$ cat src/asc_regs.svh
// timing counts, widths and sizes for the asynchronous sram controller
`ifndef ASC_REGS_SVH
`define ASC_REGS_SVH

`define ASC_ADDR_W 17
`define ASC_DATA_W 8
`define ASC_DEPTH 131072

`define ASC_CLK_PERIOD_NS 100

`define ASC_ACCESS_NS 70
`define ASC_GATE_TO_VALID_NS 40
`define ASC_GATE_TO_FLOAT_NS 30
`define ASC_STORE_WINDOW_MIN_NS 55
`define ASC_SELECT_TO_STORE_END_NS 60
`define ASC_LOCATION_VALID_TO_STORE_END_NS 60
`define ASC_INPUT_LEAD_TIME_NS 30
`define ASC_RETENTION_EXIT_WAIT_MS 5

// least times, rounded up to whole clocks
`define ASC_ACCESS_CYC \
  ((`ASC_ACCESS_NS + `ASC_CLK_PERIOD_NS - 1) / `ASC_CLK_PERIOD_NS)
`define ASC_STORE_CYC \
  ((`ASC_STORE_WINDOW_MIN_NS + `ASC_CLK_PERIOD_NS - 1) / `ASC_CLK_PERIOD_NS)
`define ASC_TURN_CYC \
  ((`ASC_GATE_TO_FLOAT_NS + `ASC_CLK_PERIOD_NS - 1) / `ASC_CLK_PERIOD_NS)
`define ASC_RETENTION_EXIT_CYC \
  ((`ASC_RETENTION_EXIT_WAIT_MS * 1000000 + `ASC_CLK_PERIOD_NS - 1) \
   / `ASC_CLK_PERIOD_NS)

`endif

$ cat src/asc_pkg.sv
// types shared by the asynchronous sram controller
`default_nettype none
package asc_pkg;

  typedef enum logic [3:0] {
    ST_RETAIN,
    ST_WAKE,
    ST_IDLE,
    ST_RD_ACCESS,
    ST_TURN,
    ST_WR_SETUP,
    ST_WR_PULSE,
    ST_WR_END
  } asc_state_t;

endpackage

`default_nettype wire

$ cat src/asc_ctrl.sv
// host controller driving an asynchronous 128k x 8 static memory
// Function
// - store only while both selects and strobe active
// - store window opens at last qualifying edge
// - store window closes at first releasing edge
// - store window open at least 55 ns
// - selects held 60 ns before store end
// - location stable 60 ns before store end
// - location valid before window opens
// - write data driven 30 ns before close
// - write data held through window close
// - never drive bus while device may drive
// - stay deselected 5 ms after retention exit
`timescale 1ns/100ps
`default_nettype none
`include "asc_regs.svh"

module asc_ctrl
  import asc_pkg::*;
#(
  parameter int ADDR_W = `ASC_ADDR_W,
  parameter int DATA_W = `ASC_DATA_W,
  parameter int CNT_W = 16,
  parameter int ACCESS_CYC = `ASC_ACCESS_CYC,
  parameter int STORE_CYC = `ASC_STORE_CYC,
  parameter int TURN_CYC = `ASC_TURN_CYC,
  parameter int RETENTION_WAIT_CYC = `ASC_RETENTION_EXIT_CYC
) (
  input wire logic ref_clk,
  input wire logic reset_n,
  input wire logic retention_req,
  input wire logic req_valid,
  output logic req_ready,
  input wire logic req_write,
  input wire logic [ADDR_W-1:0] req_addr,
  input wire logic [DATA_W-1:0] req_wdata,
  output logic rsp_valid,
  output logic [DATA_W-1:0] rsp_rdata,
  output logic chip_select_low_active_n,
  output logic chip_select_high_active,
  output logic write_strobe_n,
  output logic output_gate_n,
  output logic [ADDR_W-1:0] word_select_lines,
  output logic [DATA_W-1:0] byte_lane_pins_o,
  output logic byte_lane_pins_oe,
  input wire logic [DATA_W-1:0] byte_lane_pins_i
);

  asc_state_t state;
  asc_state_t next_state;
  logic take;
  logic timer_load;
  logic [CNT_W-1:0] timer_value;
  logic timer_expired;
  logic read_done;

  function automatic logic [CNT_W-1:0] phase_load(input int cycles);
    phase_load = CNT_W'(cycles - 1);
  endfunction

  asc_wait_timer #(
    .CNT_W(CNT_W)
  ) u_timer (
    .ref_clk(ref_clk),
    .reset_n(reset_n),
    .load(timer_load),
    .load_value(timer_value),
    .expired(timer_expired)
  );

  // retention request outranks a pending access
  assign req_ready = (state == ST_IDLE) && !retention_req;
  assign take = req_valid && req_ready;
  assign read_done = (state == ST_RD_ACCESS) && timer_expired;

  always_comb
  begin
    next_state = state;
    timer_load = 1'b0;
    timer_value = '0;
    case (state)
      ST_RETAIN:
      begin
        if (!retention_req)
        begin
          next_state = ST_WAKE;
          timer_load = 1'b1;
          timer_value = phase_load(RETENTION_WAIT_CYC);
        end
      end
      ST_WAKE:
        if (retention_req)
          next_state = ST_RETAIN;
        else if (timer_expired)
          next_state = ST_IDLE;
      ST_IDLE:
      begin
        if (retention_req)
          next_state = ST_RETAIN;
        else if (take && req_write)
          next_state = ST_WR_SETUP;
        else if (take)
        begin
          next_state = ST_RD_ACCESS;
          timer_load = 1'b1;
          timer_value = phase_load(ACCESS_CYC);
        end
      end
      ST_RD_ACCESS:
      begin
        if (timer_expired)
        begin
          next_state = ST_TURN;
          timer_load = 1'b1;
          timer_value = phase_load(TURN_CYC);
        end
      end
      ST_TURN:
        if (timer_expired)
          next_state = ST_IDLE;
      ST_WR_SETUP:
      begin
        next_state = ST_WR_PULSE;
        timer_load = 1'b1;
        timer_value = phase_load(STORE_CYC);
      end
      ST_WR_PULSE:
        if (timer_expired)
          next_state = ST_WR_END;
      ST_WR_END:
        next_state = ST_IDLE;
      default:
        next_state = ST_RETAIN;
    endcase
  end

  // power-up is treated like leaving retention: the exit wait applies
  always_ff @(posedge ref_clk or negedge reset_n)
  begin
    if (!reset_n)
      state <= ST_RETAIN;
    else
      state <= next_state;
  end

  // pins are registered from the next state so strobes never glitch
  always_ff @(posedge ref_clk or negedge reset_n)
  begin
    if (!reset_n)
    begin
      chip_select_low_active_n <= 1'b1;
      chip_select_high_active <= 1'b0;
      write_strobe_n <= 1'b1;
      output_gate_n <= 1'b1;
      byte_lane_pins_oe <= 1'b0;
    end
    else
    begin
      case (next_state)
        ST_RD_ACCESS:
        begin
          chip_select_low_active_n <= 1'b0;
          chip_select_high_active <= 1'b1;
          write_strobe_n <= 1'b1;
          output_gate_n <= 1'b0;
          byte_lane_pins_oe <= 1'b0;
        end
        ST_TURN, ST_WR_SETUP, ST_WR_END:
        begin
          // selects lead and trail the strobe so it alone opens and closes
          chip_select_low_active_n <= 1'b0;
          chip_select_high_active <= 1'b1;
          write_strobe_n <= 1'b1;
          output_gate_n <= 1'b1;
          // bus stays free in turnaround while the memory lets go
          byte_lane_pins_oe <= (next_state != ST_TURN);
        end
        ST_WR_PULSE:
        begin
          chip_select_low_active_n <= 1'b0;
          chip_select_high_active <= 1'b1;
          write_strobe_n <= 1'b0;
          output_gate_n <= 1'b1;
          byte_lane_pins_oe <= 1'b1;
        end
        default:
        begin
          chip_select_low_active_n <= 1'b1;
          chip_select_high_active <= 1'b0;
          write_strobe_n <= 1'b1;
          output_gate_n <= 1'b1;
          byte_lane_pins_oe <= 1'b0;
        end
      endcase
    end
  end

  // location and data change only when a request is taken
  always_ff @(posedge ref_clk or negedge reset_n)
  begin
    if (!reset_n)
    begin
      word_select_lines <= '0;
      byte_lane_pins_o <= '0;
    end
    else if (take)
    begin
      word_select_lines <= req_addr;
      byte_lane_pins_o <= req_wdata;
    end
  end

  always_ff @(posedge ref_clk or negedge reset_n)
  begin
    if (!reset_n)
    begin
      rsp_valid <= 1'b0;
      rsp_rdata <= '0;
    end
    else
    begin
      rsp_valid <= read_done || (state == ST_WR_END);
      if (read_done)
        rsp_rdata <= byte_lane_pins_i;
    end
  end

  // helper counters read only by the checks below
  logic [7:0] low_cnt;
  logic [CNT_W:0] wake_cnt;

  always_ff @(posedge ref_clk or negedge reset_n)
  begin
    if (!reset_n)
      low_cnt <= '0;
    else if (write_strobe_n)
      low_cnt <= '0;
    else if (low_cnt != 8'hFF)
      low_cnt <= low_cnt + 8'h01;
  end

  always_ff @(posedge ref_clk or negedge reset_n)
  begin
    if (!reset_n)
      wake_cnt <= '0;
    else if (state != ST_WAKE)
      wake_cnt <= '0;
    else
      wake_cnt <= wake_cnt + (CNT_W + 1)'(1);
  end
endmodule // asc_ctrl

`default_nettype wire

$ cat src/asc_wait_timer.sv
// loadable down counter that times the wake, read access, turnaround and store phases of the controller
`timescale 1ns/100ps
`default_nettype none

module asc_wait_timer #(
  parameter int CNT_W = 16
) (
  input wire logic ref_clk,
  input wire logic reset_n,
  input wire logic load,
  input wire logic [CNT_W-1:0] load_value,
  output logic expired
);

  logic [CNT_W-1:0] count;

  always_ff @(posedge ref_clk or negedge reset_n)
  begin
    if (!reset_n)
      count <= '0;
    else if (load)
      count <= load_value;
    else if (count != '0)
      count <= count - CNT_W'(1);
  end

  assign expired = (count == '0);
endmodule // asc_wait_timer

`default_nettype wire

$ cat config.mk
export PLATFORM = sky130hd
export DESIGN_NAME = asc_ctrl
export DESIGN_NICKNAME = d
export VERILOG_FILES = /design/src/asc_pkg.sv /design/src/asc_ctrl.sv /design/src/asc_wait_timer.sv
export VERILOG_INCLUDE_DIRS = /design/src
export SDC_FILE = /design/constraint.sdc
export NUM_CORES = 1
export LEC_CHECK = 0
export BUFFER_PORTS_ARGS = -buffer_cell sky130_fd_sc_hd__buf_2
export CAP_MARGIN = 5
export CORE_MARGIN = 2
export CORE_UTILIZATION = 55
export DETAILED_ROUTE_END_ITERATION = 12
export PLACE_DENSITY_LB_ADDON = 0.3
export SETUP_SLACK_MARGIN = 0.5
export SLEW_MARGIN = 10
export SYNTH_ARGS = -nofsm -noshare
export SYNTH_HDL_FRONTEND = slang
export SYNTH_SLANG_ARGS = --single-unit
export TNS_END_PERCENT = 5
$ cat constraint.sdc
create_clock -name ref_clk -period 4.4 [get_ports ref_clk]
set_input_delay 0.44 -clock ref_clk [delete_from_list [all_inputs] [get_ports ref_clk]]
set_output_delay 0.44 -clock ref_clk [all_outputs]
set_load 0.03 [all_outputs]
==> results_dict.tcl <==
set metrics [dict create \
    finalSetupTns_ps 0 \
    clkSinkCount 59 \
    ys_types 51 \
    powerDensity_nw_per_um2 420 \
    path_class "register to register" \
    clkTransAtPathRegs_ps 60 \
    max_slew_margin_pct 41.2 \
    sequentialPowerShare_pct 47.4 \
    place_area_sq_um 3220 \
    setup_viol 0 \
    grt_max_degree 60 \
    grt_usage_pct 21.1 \
    tightest_slew_ps 875 \
    dieArea_sq_um 5650 \
    die_y_um 75.1 \
    antenna_left 0 \
    hp-class "input port to asynchronous set/reset pin" \
    synth-compound-area-share_pct 7.55 \
    finalNetCount 336 \
    cp.required_ps 4650 \
    synth_area_leaders "dfrtp_1 50%, mux2_2 6.9%, mux2_4 4.3%" \
    synth_common_cells "56 x dfrtp_1, 18 x nor2_1, 17 x mux2_2" \
    finalCritPeriodShare_pct 56.5 \
    drt_iter0_drc 147 \
    grt_pass1_wl_um 8540 \
    clockBufferDepth 2 \
    use_met3_pct 8.17 \
    gp_congestion 0.830 \
    dr_total_vias 1916 \
    grt.met2_usage_pct 31.8 \
    clkPwrFrac_pct 34.0 \
    synth-simple-area-share_pct 17.5 \
    r2r_start "state[1]" \
    rsz0062_at_grt "no" \
    cap_violations 0 \
    clock_skew_ps 9.31 \
    cp_slowest_stage_delay_ps 610 \
    yosys.area.top_type "dfrtp_1" \
    cp-endpoint "u_timer.count[1]" \
    synth_top_family_by_area "simple AND/OR/NAND/NOR gates" \
    async_flop_share_pct 100 \
    switching_share_pct 29.8 \
    status "finished, final reports clean" \
    antenna_found_initial 0 \
    fp-row-count 25 \
    arrival_ps 2740 \
    htreeDepth 3 \
    area_growth_pct 22.8 \
    final_hold_viol_count 0 \
    syn_area_sq_um 2780 \
    antenna_cells 0 \
    syn_area_per_cell_sq_um 13.1 \
    min_period_ps 2490 \
    vdd.ir_drop.worst_v 0.000278 \
    top_usage_layer "met2" \
    power.switching_uw 429 \
    ios 78 \
    yosysTopAreaCellShare_pct 50.3 \
    fin_area_sq_um 3420 \
    reg2reg_to "u_timer.count[1]" \
    synth_most_common_cell "dfrtp_1" \
    gr-total-overflow 0 \
    synth_edf_count 0 \
    use_met1_pct 27.1 \
    ys.flop_type "dfrtp_1" \
    p_comb_share_pct 18.6 \
    drv_slew 0 \
    cts_tree "done" \
    start_kind "register" \
    p_leak_nw 1.71 \
    worstPathMaxFanout 28 \
    max_freq_mhz 402 \
    die_w_um 75.1 \
    crit_path_cell_trace "nor2b_1 -> nand3_2 -> o221ai_4 -> nor2_2 -> a2bb2oi_1" \
    numPortBuffers 77 \
    r2r_cells 5 \
    wl_um 5490 \
    cts-root-buf "clkbuf_8" \
    netlist_instances 213 \
    startpoint "state[1]" \
    synthMuxAreaShare_pct 14.4 \
    final_core_util_pct 71.0 \
    synth_nets 253 \
    insertion_delay_ps 330 \
    fill_cells 377 \
    cts_setup_buffers 0 \
    crit_path_end_kind "register" \
    fp.coreArea_sq_um 4820 \
    dr.pass1.iters 5 \
    seq_area_frac_synth_pct 53.2 \
    start_util_pct 57.8 \
    cts_hold_buf 0 \
    r2r_slack_ps 1910 \
    drive_above_1_share_pct 46.3 \
    drc 0 \
    dpl.hpwl_um 3900 \
    numCtsBuffers 9 \
    slowest_stage "nand3_2" \
    synth.ff_latch_count 59 \
    vias_per_cell 5.22 \
    synthAdderAreaFrac_pct 0.899 \
    wl_per_cell_um 15.0 \
    power.internal_mw 1.01 \
    cts_resized 0 \
    synth-xor-area-share_pct 4.40 \
    ys_warn_count 0 \
    first_global_vias 1839 \
]
==> logic make-up after synthesis <==
| group | after synthesis |
|---|---|
| simple gates | 71 |
| flops | 59 |
| mux | 33 |
| compound gates | 24 |
| xor+xnor | 14 |
| buf+inv | 9 |
| fa+ha+maj | 2 |
| other cells | 1 |
==> sequential cells by signal (all words and copies together) (netlist names), 4 cells and up <==
register           count
byte_lane_pins_o       8
rsp_rdata              8
state                  4
u_timer.count         16
word_select_lines     17
==> final cells by class <==
| type | count | area, sq um | share of cell area (%) |
|---|---|---|---|
| inverter | 3 | 11.3 | 0.329 |
| tap | 67 | 83.8 | 2.45 |
| multi-input combinational | 145 | 1250 | 36.6 |
| sequential | 59 | 1480 | 43.3 |
| clock inverter | 4 | 50.0 | 1.46 |
| clock buffer | 11 | 151 | 4.43 |
| timing repair buffer | 78 | 393 | 11.5 |
==> per-stage QoR <==
step	power (mW)	instances	setup slack, ps	hold WS (ps)
after detailed placement	0.953	352	1890	475
after CTS	1.45	367	1870	266
after global placement	0.946	352	1950	468
after floorplan	0.871	213	2560	144
final	1.44	367	1910	245
after global routing	1.51	367	1630	304
==> worst min-delay path by stage <==
stage,depth (start not counted),to,startpoint,slack (ps)
global route,2,word_select_lines[14],req_addr[14],300
CTS,2,u_timer.count[10],reset_n,270
detailed placement,1,word_select_lines[6],word_select_lines[6],480
floorplan,0,byte_lane_pins_o[0],reset_n,140
finish,2,byte_lane_pins_o[2],reset_n,240
global placement,1,word_select_lines[6],word_select_lines[6],470
==> worst max-delay path: cells and delay by family (launching register included) <==
kind	cells	cell delay, ps
AO/OA/AOI/OAI	2	770
flip-flops	1	580
AND/OR/NAND/NOR	3	1060
==> power groups by stage <==
stage               sequential, mW  clock, mW  combinational, mW
finish                       0.681      0.488              0.268
global route                 0.687      0.527              0.296
CTS                          0.679      0.499              0.270
detailed placement           0.687          0              0.266
global placement             0.685          0              0.261
floorplan                    0.694          0              0.176
==> cells in the final DEF (no fill, tap or decap), types with 2 or more instances in the layout <==
cell type / count
a21oi_1: 10
and2_1: 2
buf_2: 77
clkbuf_8: 11
clkinvlp_4: 2
dfrtp_1: 56
dfstp_2: 3
ha_1: 2
inv_1: 3
mux2_1: 8
mux2_2: 17
mux2_4: 8
nand2_1: 7
nand2b_1: 2
nand3_1: 6
nand3b_1: 4
nand4_1: 4
nor2_1: 18
nor2b_1: 4
nor3_1: 3
nor3_2: 2
nor3b_1: 2
nor4_1: 2
nor4_4: 2
or3_1: 3
xnor2_1: 6
xor2_1: 8
==> metal layers <==
layer	share of wire (%)	vias to the layer above
li1	-	925
met5	0	-
met1	42	927
met2	51	53
met3	5.6	11
met4	2.1	0
Power figures use the tool's default switching activity.
